**src/common/pscfg_regs.svh**
```systemverilog
/*
 * Register offsets, field positions, reset values and timing counts of the
 * serial-port and PLL feedback register bank. Assumes 8-bit registers and a
 * 13-bit register address space reached through the serial control port.
 */
// Behaviour
// - Port configuration writes act at once, no update strobe needed.
// - Bit 4 selects instruction length: 16 bits when set, 8 when clear.
// - Soft reset bit set returns internal registers to defaults.
// - Bit 6 set shifts data LSB first; clear shifts MSB first.
// - In LSB-first mode address bits and address stepping follow that order.
// - Bit 7 set floats readback pin and returns data on bidirectional pin.
// - Swallow count is 6 bits in bits 5:0, upper bits unused.
// - Feedback count is 13 bits: 12:8 in one register, 7:0 next.
// - 2-bit code picks 3/6/12/24 PFD cycle lock delay; enable defaults off.
`ifndef PSCFG_REGS_SVH
`define PSCFG_REGS_SVH

`define PSC_ADDR_W            13
`define PSC_NUM_REGS          9
`define PSC_ADDR_SETUP        13'h0000
`define PSC_ADDR_SWALLOW      13'h0004
`define PSC_ADDR_FB_UPPER     13'h0005
`define PSC_ADDR_FB_LOWER     13'h0006
`define PSC_ADDR_REF_LOSS     13'h0007
`define PSC_ADDR_PUMP         13'h0008

`define PSC_SETUP_LONG_BIT    4
`define PSC_SETUP_SRST_BIT    5
`define PSC_SETUP_LSB_BIT     6
`define PSC_SETUP_BIDIR_BIT   7
`define PSC_REF_LOSS_EN_BIT   2
`define PSC_REF_LOSS_DLY_LSB  5

`define PSC_MASK_SETUP        8'hF0
`define PSC_MASK_SWALLOW      8'h3F
`define PSC_MASK_FB_UPPER     8'h1F
`define PSC_MASK_FB_LOWER     8'hFF
`define PSC_MASK_REF_LOSS     8'h64
`define PSC_MASK_PUMP         8'h03
`define PSC_MASK_NONE         8'h00

`define PSC_RST_SETUP         8'h10
`define PSC_RST_OTHER         8'h00

`define PSC_LONG_INSTR_BITS   5'h10
`define PSC_SHORT_INSTR_BITS  5'h08
`define PSC_LOR_BASE_CYCLES   5'h03

`endif

```
**src/common/pscfg_pkg.sv**
```systemverilog
/*
 * Types shared by the register bank files. Assumes the constants of
 * pscfg_regs.svh for widths.
 */
`include "pscfg_regs.svh"

package pscfg_pkg;

	typedef enum logic [1:0] {
		PSCFG_CP_TRISTATE,
		PSCFG_CP_PUMP_UP,
		PSCFG_CP_PUMP_DOWN,
		PSCFG_CP_NORMAL
	} pscfg_cp_mode_t;

	typedef struct packed {
		logic           readback_pin_disable;
		logic           lsb_first;
		logic           soft_reset;
		logic           long_instr;
		logic [5:0]     swallow_count;
		logic [12:0]    feedback_count;
		logic           ref_loss_enable;
		logic [1:0]     ref_loss_delay;
		pscfg_cp_mode_t cp_mode;
	} pscfg_cfg_t;

	typedef struct packed {
		logic sdio_o;
		logic sdio_oe;
		logic readback_o;
		logic readback_oe;
	} pscfg_pins_t;

endpackage

```
**src/rtl/pscfg_sync.sv**
```systemverilog
/*
 * Two-flop synchroniser, one stage pair per bit. Assumes asynchronous
 * inputs that are slow against clk_sys.
 */
`timescale 1ns/100ps

module pscfg_sync #(
	parameter int W = 3
) (
	input  wire logic         clk_sys, // System clock
	input  wire logic         rst_n,   // Async reset, active low
	input  wire logic [W-1:0] async_i, // Pin levels
	output logic      [W-1:0] sync_o   // Synchronised levels
);
	genvar i;
	generate
		for (i = 0; i < W; i++) begin : g_bit
			logic meta_q;
			logic stab_q;
			always_ff @(posedge clk_sys or negedge rst_n) begin
				if (!rst_n) begin
					meta_q <= 1'b0;
					stab_q <= 1'b0;
				end else begin
					meta_q <= async_i[i];
					stab_q <= meta_q;
				end
			end
			assign sync_o[i] = stab_q;
		end
	endgenerate

endmodule

```
**src/rtl/pscfg_regfile.sv**
```systemverilog
/*
 * Register storage for the port setup and PLL feedback registers. Assumes
 * one write and one read per clk_sys cycle from the serial engine.
 */
`timescale 1ns/100ps
`include "pscfg_regs.svh"

module pscfg_regfile (
	input  wire logic                    clk_sys, // System clock
	input  wire logic                    rst_n,   // Async reset, active low
	input  wire logic                    wr_en,   // Write strobe
	input  wire logic [`PSC_ADDR_W-1:0]  wr_addr, // Write address
	input  wire logic [7:0]              wr_data, // Write byte
	input  wire logic [`PSC_ADDR_W-1:0]  rd_addr, // Read address
	output logic      [7:0]              rd_data, // Read byte
	output pscfg_pkg::pscfg_cfg_t        cfg      // Decoded settings
);
	import pscfg_pkg::*;

	localparam logic [7:0] MASK [0:`PSC_NUM_REGS-1] = '{`PSC_MASK_SETUP,
		`PSC_MASK_NONE, `PSC_MASK_NONE, `PSC_MASK_NONE, `PSC_MASK_SWALLOW,
		`PSC_MASK_FB_UPPER, `PSC_MASK_FB_LOWER, `PSC_MASK_REF_LOSS,
		`PSC_MASK_PUMP};

	logic [7:0] regs_q [0:`PSC_NUM_REGS-1];
	wire        soft_rst = regs_q[0][`PSC_SETUP_SRST_BIT];
	wire        rd_hit   = (rd_addr < `PSC_ADDR_W'(`PSC_NUM_REGS));

	genvar i;
	generate
		for (i = 0; i < `PSC_NUM_REGS; i++) begin : g_reg
			localparam logic [7:0] RST = (i == 0) ? `PSC_RST_SETUP : `PSC_RST_OTHER;
			wire hit = wr_en && (wr_addr == `PSC_ADDR_W'(i));
			// Setup register is left out of soft reset so the host can release it
			wire hold = (i != 0) && soft_rst;
			always_ff @(posedge clk_sys or negedge rst_n) begin
				if (!rst_n)
					regs_q[i] <= RST;
				else if (hold)
					regs_q[i] <= RST;
				else if (hit)
					regs_q[i] <= wr_data & MASK[i];
			end
		end
	endgenerate

	assign rd_data = rd_hit ? regs_q[rd_addr[3:0]] : 8'h00;

	assign cfg.readback_pin_disable = regs_q[0][`PSC_SETUP_BIDIR_BIT];
	assign cfg.lsb_first            = regs_q[0][`PSC_SETUP_LSB_BIT];
	assign cfg.soft_reset           = soft_rst;
	assign cfg.long_instr           = regs_q[0][`PSC_SETUP_LONG_BIT];
	assign cfg.swallow_count        = regs_q[4][5:0];
	assign cfg.feedback_count       = {regs_q[5][4:0], regs_q[6]};
	assign cfg.ref_loss_enable      = regs_q[7][`PSC_REF_LOSS_EN_BIT];
	assign cfg.ref_loss_delay       = regs_q[7][`PSC_REF_LOSS_DLY_LSB +: 2];
	assign cfg.cp_mode              = pscfg_cp_mode_t'(regs_q[8][1:0]);

endmodule

```
**src/rtl/pscfg_top.sv**
```systemverilog
/*
 * Serial control port and register bank for the port setup and PLL
 * feedback settings. Select, serial clock and data arrive from an outside
 * host and are sampled by clk_sys, which must run at least eight times
 * faster than the serial clock.
 */
`timescale 1ns/100ps
`include "pscfg_regs.svh"

module pscfg_top (
	input  wire logic              clk_sys,                // System clock, 10 MHz
	input  wire logic              rst_n,                  // Async reset, active low
	input  wire logic              serial_select_n,        // Port select, active low
	input  wire logic              serial_clk,             // Serial clock from host
	input  wire logic              sdio_i,                 // Bidirectional data, input
	output logic                   sdio_o,                 // Bidirectional data, output
	output logic                   sdio_oe,                // Bidirectional data, enable
	output logic                   serial_readback_pin_o,  // Readback pin, output
	output logic                   serial_readback_pin_oe, // Readback pin, enable
	output pscfg_pkg::pscfg_cfg_t  cfg_o,                  // Live register settings
	output logic [4:0]             ref_loss_delay_cycles,  // Lock delay in PFD cycles
	output logic                   cp_pump_up,             // Pump sources current
	output logic                   cp_pump_down,           // Pump sinks current
	output logic                   cp_pfd_driven,          // Pump follows detector
	output logic                   cp_tristate             // Pump output floats
);
	import pscfg_pkg::*;

	typedef enum logic [1:0] {
		PSCFG_ST_INSTR,
		PSCFG_ST_WRITE,
		PSCFG_ST_READ,
		PSCFG_ST_DONE
	} pscfg_state_t;

	// Pin synchronisation
	logic [2:0] pins_s;
	pscfg_sync #(.W(3)) u_sync (
		.clk_sys (clk_sys),
		.rst_n   (rst_n),
		.async_i ({serial_select_n, serial_clk, sdio_i}),
		.sync_o  (pins_s)
	);

	wire select_n_s = pins_s[2];
	wire sclk_s     = pins_s[1];
	wire sdata_s    = pins_s[0];

	logic sclk_prev_q;
	wire  sclk_rise = sclk_s & ~sclk_prev_q;
	wire  sclk_fall = ~sclk_s & sclk_prev_q;

	// Serial engine state
	pscfg_state_t              state_q,    state_d;
	logic [15:0]               ishift_q,   ishift_d;
	logic [4:0]                icount_q,   icount_d;
	logic [7:0]                dshift_q,   dshift_d;
	logic [2:0]                bitcnt_q,   bitcnt_d;
	logic [`PSC_ADDR_W-1:0]    addr_q,     addr_d;
	logic [1:0]                bytes_q,    bytes_d;
	logic                      stream_q,   stream_d;
	logic                      reload_q,   reload_d;
	logic                      out_bit_q,  out_bit_d;
	pscfg_pins_t               pins_q,     pins_d;

	// Register file
	pscfg_cfg_t                cfg;
	logic [7:0]                rd_data;
	logic                      wr_en;
	logic [7:0]                wr_data;

	pscfg_regfile u_regs (
		.clk_sys (clk_sys),
		.rst_n   (rst_n),
		.wr_en   (wr_en),
		.wr_addr (addr_q),
		.wr_data (wr_data),
		.rd_addr (addr_q),
		.rd_data (rd_data),
		.cfg     (cfg)
	);

	// Instruction decode
	wire        lsb_first  = cfg.lsb_first;
	wire [4:0]  instr_len  = cfg.long_instr ? `PSC_LONG_INSTR_BITS
	                                        : `PSC_SHORT_INSTR_BITS;
	// LSB-first shifts right so both orders land the word in the same layout
	wire [15:0] ishift_in  = lsb_first ? {sdata_s, ishift_q[15:1]}
	                                   : {ishift_q[14:0], sdata_s};
	wire [15:0] instr_word = cfg.long_instr ? ishift_in :
	                         lsb_first      ? {8'h00, ishift_in[15:8]}
	                                        : {8'h00, ishift_in[7:0]};
	wire        instr_read = cfg.long_instr ? instr_word[15] : instr_word[7];
	wire [1:0]  instr_len_code = cfg.long_instr ? instr_word[14:13] : instr_word[6:5];
	wire [`PSC_ADDR_W-1:0] instr_addr = cfg.long_instr ? instr_word[12:0]
	                                                   : {8'h00, instr_word[4:0]};
	wire        instr_last = (icount_q == instr_len - 5'h01);

	// Data path helpers
	wire [7:0]  dshift_in  = lsb_first ? {sdata_s, dshift_q[7:1]}
	                                   : {dshift_q[6:0], sdata_s};
	// Address walks upward in LSB-first order, downward otherwise
	wire [`PSC_ADDR_W-1:0] addr_step = lsb_first ? addr_q + `PSC_ADDR_W'(1)
	                                             : addr_q - `PSC_ADDR_W'(1);
	wire        byte_last  = (bitcnt_q == 3'h7);
	wire        xfer_last  = !stream_q && (bytes_q == 2'h0);
	wire [7:0]  rd_src     = reload_q ? rd_data : dshift_q;
	wire        rd_bit     = lsb_first ? rd_src[0] : rd_src[7];
	wire [7:0]  rd_shifted = lsb_first ? {1'b0, rd_src[7:1]} : {rd_src[6:0], 1'b0};

	assign wr_en   = (state_q == PSCFG_ST_WRITE) && sclk_rise && byte_last
	                 && !select_n_s;
	assign wr_data = dshift_in;

	always_comb begin
		state_d   = state_q;
		ishift_d  = ishift_q;
		icount_d  = icount_q;
		dshift_d  = dshift_q;
		bitcnt_d  = bitcnt_q;
		addr_d    = addr_q;
		bytes_d   = bytes_q;
		stream_d  = stream_q;
		reload_d  = reload_q;
		out_bit_d = out_bit_q;
		if (select_n_s) begin
			// Deselect aborts any frame; a partial byte is discarded
			state_d   = PSCFG_ST_INSTR;
			icount_d  = 5'h00;
			bitcnt_d  = 3'h0;
			reload_d  = 1'b0;
			out_bit_d = 1'b0;
		end else begin
			case (state_q)
				PSCFG_ST_INSTR: begin
					if (sclk_rise) begin
						ishift_d = ishift_in;
						icount_d = icount_q + 5'h01;
						if (instr_last) begin
							addr_d   = instr_addr;
							bytes_d  = instr_len_code;
							stream_d = (instr_len_code == 2'h3);
							bitcnt_d = 3'h0;
							reload_d = instr_read;
							state_d  = instr_read ? PSCFG_ST_READ : PSCFG_ST_WRITE;
						end
					end
				end
				PSCFG_ST_WRITE: begin
					if (sclk_rise) begin
						dshift_d = dshift_in;
						bitcnt_d = bitcnt_q + 3'h1;
						if (byte_last) begin
							addr_d  = addr_step;
							bytes_d = bytes_q - 2'h1;
							if (xfer_last)
								state_d = PSCFG_ST_DONE;
						end
					end
				end
				PSCFG_ST_READ: begin
					// Host samples on rising edges, so bits change on falling ones
					if (sclk_fall) begin
						out_bit_d = rd_bit;
						dshift_d  = rd_shifted;
						reload_d  = 1'b0;
					end else if (sclk_rise) begin
						bitcnt_d = bitcnt_q + 3'h1;
						if (byte_last) begin
							addr_d   = addr_step;
							bytes_d  = bytes_q - 2'h1;
							reload_d = 1'b1;
							if (xfer_last)
								state_d = PSCFG_ST_DONE;
						end
					end
				end
				PSCFG_ST_DONE: begin
					// Extra clocks past the byte count are ignored until deselect
					out_bit_d = 1'b0;
				end
				default: begin
					state_d = PSCFG_ST_INSTR;
				end
			endcase
		end
	end

	// Readback steering follows the live setup bit
	wire driving = (state_q == PSCFG_ST_READ) && !select_n_s;
	wire bidir   = cfg.readback_pin_disable;

	always_comb begin
		pins_d.sdio_o      = out_bit_d;
		pins_d.sdio_oe     = driving && bidir;
		pins_d.readback_o  = out_bit_d;
		pins_d.readback_oe = driving && !bidir;
	end

	always_ff @(posedge clk_sys or negedge rst_n) begin
		if (!rst_n) begin
			state_q     <= PSCFG_ST_INSTR;
			sclk_prev_q <= 1'b0;
			ishift_q    <= 16'h0000;
			icount_q    <= 5'h00;
			dshift_q    <= 8'h00;
			bitcnt_q    <= 3'h0;
		end else begin
			state_q     <= state_d;
			sclk_prev_q <= sclk_s;
			ishift_q    <= ishift_d;
			icount_q    <= icount_d;
			dshift_q    <= dshift_d;
			bitcnt_q    <= bitcnt_d;
		end
	end

	always_ff @(posedge clk_sys or negedge rst_n) begin
		if (!rst_n) begin
			addr_q    <= `PSC_ADDR_SETUP;
			bytes_q   <= 2'h0;
			stream_q  <= 1'b0;
			reload_q  <= 1'b0;
			out_bit_q <= 1'b0;
			pins_q    <= '0;
		end else begin
			addr_q    <= addr_d;
			bytes_q   <= bytes_d;
			stream_q  <= stream_d;
			reload_q  <= reload_d;
			out_bit_q <= out_bit_d;
			pins_q    <= pins_d;
		end
	end

	assign sdio_o                 = pins_q.sdio_o;
	assign sdio_oe                = pins_q.sdio_oe;
	assign serial_readback_pin_o  = pins_q.readback_o;
	assign serial_readback_pin_oe = pins_q.readback_oe;

	// PLL-facing decode, registered so outputs never glitch on a write
	wire [4:0] lor_cycles_d = `PSC_LOR_BASE_CYCLES << cfg.ref_loss_delay;
	wire       mode_up      = (cfg.cp_mode == PSCFG_CP_PUMP_UP);
	wire       mode_down    = (cfg.cp_mode == PSCFG_CP_PUMP_DOWN);
	wire       mode_normal  = (cfg.cp_mode == PSCFG_CP_NORMAL);
	wire       mode_tri     = (cfg.cp_mode == PSCFG_CP_TRISTATE);

	always_ff @(posedge clk_sys or negedge rst_n) begin
		if (!rst_n) begin
			cfg_o                 <= '0;
			ref_loss_delay_cycles <= `PSC_LOR_BASE_CYCLES;
			cp_pump_up            <= 1'b0;
			cp_pump_down          <= 1'b0;
			cp_pfd_driven         <= 1'b0;
			cp_tristate           <= 1'b1;
		end else begin
			cfg_o                 <= cfg;
			ref_loss_delay_cycles <= lor_cycles_d;
			cp_pump_up            <= mode_up;
			cp_pump_down          <= mode_down;
			cp_pfd_driven         <= mode_normal;
			cp_tristate           <= mode_tri;
		end
	end

endmodule

```
**config.mk**
```make
export PLATFORM = sky130hd
export DESIGN_NAME = pscfg_top
export DESIGN_NICKNAME = d
export VERILOG_FILES = /design/src/common/pscfg_pkg.sv /design/src/rtl/pscfg_sync.sv /design/src/rtl/pscfg_regfile.sv /design/src/rtl/pscfg_top.sv
export VERILOG_INCLUDE_DIRS = /design/src /design/src/common
export SDC_FILE = /design/constraint.sdc
export NUM_CORES = 1
export LEC_CHECK = 0
export BUFFER_PORTS_ARGS = -buffer_cell sky130_fd_sc_hd__buf_2
export CAP_MARGIN = 20
export CORE_MARGIN = 1.5
export CORE_UTILIZATION = 50
export CTS_CLUSTER_DIAMETER = 120
export CTS_CLUSTER_SIZE = 14
export DETAILED_ROUTE_END_ITERATION = 8
export GPL_TIMING_DRIVEN = 0
export PLACE_DENSITY = 0.68
export SYNTH_ARGS = -nofsm -noshare
export SYNTH_HDL_FRONTEND = slang
export SYNTH_SLANG_ARGS = --single-unit
```
**constraint.sdc**
```tcl
create_clock -name clk_sys -period 5.4 [get_ports clk_sys]
set_input_delay 0.54 -clock clk_sys [delete_from_list [all_inputs] [get_ports clk_sys]]
set_output_delay 0.54 -clock clk_sys [all_outputs]
set_load 0.01 [all_outputs]
```
## Word level (Yosys, flattened, before mapping)

Index checks and enable logic that the tools add are counted.
W data, S select, Z words.

- Register bits after elaboration: 166
- Input port bits: 5
- Output and inout bits: 41

- Add/subtract/negate cells: 6
- $lt $le $gt $ge: 2
- Equality and inequality tests: 28
- Shifts and indexed selects: 1
- Muxes and demuxes: 75
- Bitwise logic cells: 6
- Reduce and logical (&&, ||, !) cells: 46

Operators with widths:

| operator | number |
|---|---|
| $mux W8 | 25 |
| $mux W13 | 7 |
| $eq A13 B3 Y1 const B | 4 |
| $pmux W13 S3 | 1 |
| $bmux W8 S4 | 1 |
| $mux W16 | 2 |
| $mux W2 | 14 |
| $eq A13 B2 Y1 const B | 2 |
| $reduce_bool A2 Y1 | 11 |
| $mux W5 | 4 |
| $logic_and A1 B1 Y1 | 16 |
| $pmux W8 S2 | 1 |
| $mux W3 | 5 |
| $add A13 B1 Y13 const B | 1 |
| $eq A13 B1 Y1 const B | 1 |
| $eq A13 B4 Y1 const B | 1 |
| $logic_not A13 Y1 | 1 |
| $lt A13 B4 Y1 const B | 1 |
| $sub A13 B1 Y13 const B | 1 |
| $ne A3 B2 Y1 const B | 4 |
| $pmux W2 S3 | 2 |
| $reduce_and A4 Y1 | 3 |
| $eq A2 B2 Y1 const B | 5 |
| $mux W1 | 10 |
| 23 further kinds | 41 |

## Longest topological paths before layout

- Depth in word-level cells: 10
- Depth in mapped cells: 10
- Mapped depth without buffers: 8

## Modules after synthesis

Synthesis repeated with hierarchy kept, for this count alone.

- Cell total of the unflattened synthesis: 644
- Area total of the unflattened synthesis: 6667.6 µm²

By module, submodules not included:

| module | instances | cells an instance | area an instance (µm²) | seq. area each (µm²) |
|---|---|---|---|---|
| pscfg_top | 1 | 481 | 4809.6 | 2280.9 |
| pscfg_regfile | 1 | 154 | 1685.4 | 701.9 |
| pscfg_sync | 1 | 9 | 172.7 | 150.1 |

## Least setup slack after synthesis

No wires, ideal clock.

- Kind: register to register
- Start point: reg u_regs.regs_q, in the netlist u_regs.cfg[26]
- End point: reg addr_q[12]
- Library setup time: 0.132 ns
- Arrival: 2.698 ns
- Required time: 5.268 ns
- Slack: 2.571 ns
- Cell stages (with the launch flop): 9
- Buffers on the path: 0
- Period minus slack after synthesis: 2.829 ns
- Cells stage by stage: dfrtp_1 clkinv_1 fa_1 a21oi_2 o21ai_1 a221o_1 a221o_1 o211ai_1 or3b_1

- Cells in the longest elaborated chain, start to end: 6

Ends and longest elaborated chain:

| element | RTL line | RTL |
|---|---|---|
| from (decl) | pscfg_regfile.sv:25 | `` logic [7:0] regs_q [0:`PSC_NUM_REGS-1]; `` |
| from (signal, indexed assignment) | pscfg_regfile.sv:42 | `regs_q[i] <= wr_data & MASK[i];` |
| $mux W16 | pscfg_top.sv:88 | `wire [15:0] ishift_in = lsb_first ? {sdata_s, ishift_q[15:1]}` |
| $mux W16 | pscfg_top.sv:90 | `wire [15:0] instr_word = cfg.long_instr ? ishift_in :` |
| $mux W13 | pscfg_top.sv:95 | `` wire [`PSC_ADDR_W-1:0] instr_addr = cfg.long_instr ? instr_word[12:0] `` |
| $mux W13 | pscfg_top.sv:139 | `if (instr_last) begin` |
| $mux W13 | pscfg_top.sv:136 | `if (sclk_rise) begin` |
| $pmux W13 S3 (*) | pscfg_top.sv:134 | `case (state_q)` |
| to (signal assigned) | pscfg_top.sv:220 | `` addr_q <= `PSC_ADDR_SETUP; `` |
| to (signal assigned) | pscfg_top.sv:227 | `addr_q <= addr_d;` |
| to (decl) | pscfg_top.sv:59 | `` logic [`PSC_ADDR_W-1:0] addr_q, addr_d; `` |

Mark *: on every way between the ends. The rest lies on a longest branch, timed or not. The select of a mux whose other input is x is not followed.
A chain may end at the register's enable or synchronous reset.

## Worst setup path in the final report

Same ends and word-level chain as after synthesis.

==> results.py <==
metrics = {
    "setup_path": {
        "regToRegSetupSlack_ps": 1900,
        "worstReg2RegStart": "u_regs.cfg[26]$_DFFE_PN0P_",
        "cp.arrival_ps": 3780,
        "path_class": "reg -> reg",
        "rr_worst_depth": 8,
        "worstPathRequired_ps": 5690,
        "critPathCaptureType": "register",
        "timing.rr.end": "addr_q[12]$_DFFE_PN0P_",
        "crit_path_start_kind": "register",
        "critPathMaxFanout": 20,
    },
    "synth": {
        "synth_xor_area_share_pct": 1.94,
        "synth.net_count": 652,
        "synthFlopType": "dfrtp_1",
        "synth_seq_cells": 125,
        "syn_area_per_cell_um2": 10.1,
        "synthAdderAreaFrac_pct": 4.87,
        "ys_seq_area_share_pct": 49.6,
        "synth-edff-count": 0,
        "synthMuxAreaShare_pct": 8.37,
        "synth-compound-area-share_pct": 16.8,
        "synth.distinct_cells": 71,
        "async_flop_share_pct": 100,
        "synth_top_family_by_area": "compound AO/OA/AOI/OAI gates",
        "yosysWarnings": 0,
        "syn_area_mm2": 0.00632,
        "netlist_instances": 623,
        "synthSimpleGateAreaFrac_pct": 14.2,
    },
    "timing": {
        "slew_headroom_pct": 54.1,
        "max_freq_mhz": 286,
        "setup_violations": 0,
        "setup-tns-final_ps": 0,
        "hold_viol_final": 0,
        "fin_crit_ps": 3500,
        "fin_crit_sh_pct": 64.8,
        "finClkSkew_ps": 7.21,
        "report.final.slew_viol_count": 0,
        "worst_pin_slew_ps": 684,
        "grt_setup_unrepaired": "false",
    },
    "drt": {
        "ant_nets": 0,
        "route.detailed.drc": 0,
        "drt_wl_total_um": 14800,
        "drt_iter0_drc": 279,
        "dr.pass1.iters": 5,
        "wire_per_inst_um": 17.0,
        "via_per_inst": 5.68,
        "vias": 4941,
    },
    "power": {
        "vdd_drop_max_mv": 0.273,
        "net-switching-power_uw": 485,
        "switching_share_pct": 21.1,
        "seqPwrFrac_pct": 42.6,
        "p_int_mw": 1.82,
        "combPwrFrac_pct": 3.8,
        "pwr-share-clk_pct": 53.6,
        "pwr_density_cell_mw_per_mm2": 309,
        "p_leak_nw": 3.42,
    },
    "final_layout": {
        "finish.utilization_pct": 61.2,
        "diodes": 0,
        "drive_gt1_share_pct": 16.1,
        "final_cell_mix": "121 x dfrtp_1, 57 x nor2_1, 56 x nand2_1",
        "layout_commonest_cell": "dfrtp_1",
        "syn_to_final_growth_pct": 17.7,
        "fillers": 1025,
        "multiInputGateArea_mm2": 0.00292,
        "fin_nets": 718,
        "register_area_mm2": 0.00313,
    },
    "cts": {
        "cts_root_buffer": "clkbuf_16",
        "cts_resized": 0,
        "cts_buffers": 17,
        "h-tree-depth": 4,
        "clkTransAtPathRegs_ps": 60,
        "cts_tree": "done",
        "clk_latency_ps": 410,
        "clockBufferDepth": 2,
        "clock-sinks": 125,
    },
    "floorplan": {
        "pin_count": 46,
        "die_h_um": 115,
        "core_mm2": 0.0122,
        "dieArea_mm2": 0.0133,
        "initial_core_util_pct": 52.0,
        "die_x_um": 115,
        "fp-row-count": 40,
    },
    "hold_path": {
        "hold_path.class": "in -> reg",
        "hold_path_end": "u_sync.g_bit[2].meta_q$_DFF_PN0_",
        "min_path_cells": 1,
        "min_from": "serial_select_n",
    },
    "global_routing": {
        "grt_overflow": 0,
        "grt_max_degree": 97,
        "grt_pass1_wl_um": 24600,
        "grt_pass1_vias": 4896,
        "antenna_found_initial": 0,
        "grt_use_total_pct": 23.8,
    },
    "place": {
        "port_buffers": 45,
        "hpwl_um": 10500,
        "gp_congestion": 0.857,
    },
    "run": {
        "maxCapViolCount": 0,
    },
    "outcome": {
        "status": "complete, no violations",
    },
}
-- power groups by stage --
stage	combinational, mW	clock (mW)	sequential [mW]
2_1_floorplan	0.0499	0	0.986
3_3_place_gp	0.0837	0	0.993
3_5_place_dp	0.0881	0	0.995
4_1_cts	0.0897	1.25	0.979
5_1_grt	0.103	1.30	0.981
6_report	0.0878	1.23	0.979
-- worst max-delay path by stage --
stage	start	to	slack (ps)
2_1_floorplan	u_regs.cfg[26]$_DFFE_PN0P_	addr_q[12]$_DFFE_PN0P_	2570
3_3_place_gp	u_regs.cfg[26]$_DFFE_PN0P_	addr_q[12]$_DFFE_PN0P_	1990
3_5_place_dp	u_regs.cfg[26]$_DFFE_PN0P_	addr_q[12]$_DFFE_PN0P_	1970
4_1_cts	u_regs.cfg[26]$_DFFE_PN0P_	addr_q[12]$_DFFE_PN0P_	1910
5_1_grt	u_regs.cfg[26]$_DFFE_PN0P_	addr_q[12]$_DFFE_PN0P_	1750
6_report	u_regs.cfg[26]$_DFFE_PN0P_	addr_q[12]$_DFFE_PN0P_	1900
-- stage by stage --
step | hold slack, ps | instance area [µm²] | instances | setup slack, ps | power (mW)
floorplan | 244 | 6320 | 623 | 2570 | 1.04
global placement | 333 | 6760 | 836 | 1990 | 1.08
detailed placement | 338 | 6790 | 837 | 1970 | 1.08
CTS | 218 | 7440 | 870 | 1910 | 2.32
global route | 218 | 7440 | 870 | 1750 | 2.38
finish | 230 | 7440 | 870 | 1900 | 2.30
-- cells in the mapped netlist, types with 3 or more instances --
cell type,number,area (µm²)
a211oi_1,27,203
a21o_1,3,22.5
a21oi_1,40,200
a221o_1,3,30.0
a31oi_1,6,37.5
and2_1,4,25.0
and3_1,5,31.3
buf_1,5,18.8
buf_2,9,45.0
buf_4,5,37.5
clkbuf_1,20,75.1
dfrtp_1,121,3030
dfstp_2,4,105
ha_1,23,288
inv_1,22,82.6
mux2_2,7,78.8
mux2i_1,45,450
nand2_1,56,210
nand2b_1,6,37.5
nand3_1,13,65.1
nor2_1,57,214
nor2b_1,11,68.8
nor3_1,7,35.0
o21ai_0,45,225
o22ai_1,4,25.0
o2bb2ai_1,3,26.3
or3_1,3,18.8
xnor2_1,4,35.0
xor2_1,10,87.6
-- critical path, cell delays in order (launching register included) --
cell and delay [ps]:
dfrtp_1 480, clkinv_1 610, fa_1 680, a21oi_2 170
o21ai_1 110, a221o_1 420, a221o_1 350, o211ai_1 190
or3b_1 360
-- flip-flops by register name, indices dropped and copies added, names as in the netlist, 3 cells and up --
name                   flops
addr_q                    13
bitcnt_q                   3
cfg_o                     27
dshift_q                   8
icount_q                   5
ishift_q                  16
ref_loss_delay_cycles      5
u_regs.cfg                28
u_sync.g_bit.meta_q        3
u_sync.g_bit.stab_q        3
-- final cells by class --
type | count | area share, %
Clock inverter | 11 | 2.56
Clock buffer | 21 | 6.05
Tap cell | 168 | 2.82
Sequential cell | 125 | 42.1
Inverter | 23 | 1.16
Timing Repair Buffer | 47 | 3.62
Buffer | 40 | 2.44
Multi-Input combinational cell | 435 | 39.2
-- what timing repair did --
item                      CTS  global route
setup buffers               0             0
hold endpoints to repair    5             0
hold buffers                1             0
-- cells by family (layout without fill, tap and decap cells) --
| family | Yosys count | in the layout |
|---|---|---|
| fa+ha+maj | 24 | 24 |
| xor+xnor | 14 | 14 |
| flops | 125 | 125 |
| buf+inv | 63 | 142 |
| compound gates | 163 | 163 |
| simple gates | 182 | 182 |
| mux | 52 | 52 |
-- per-layer routing --
layer  GRT usage [%]  routed length (µm)
met5               0                   0
met1            29.7                6510
met4            10.4                 340
met2            39.8                7230
met3            5.33                 676
Note: power is estimated with default switching activity, not from simulation.
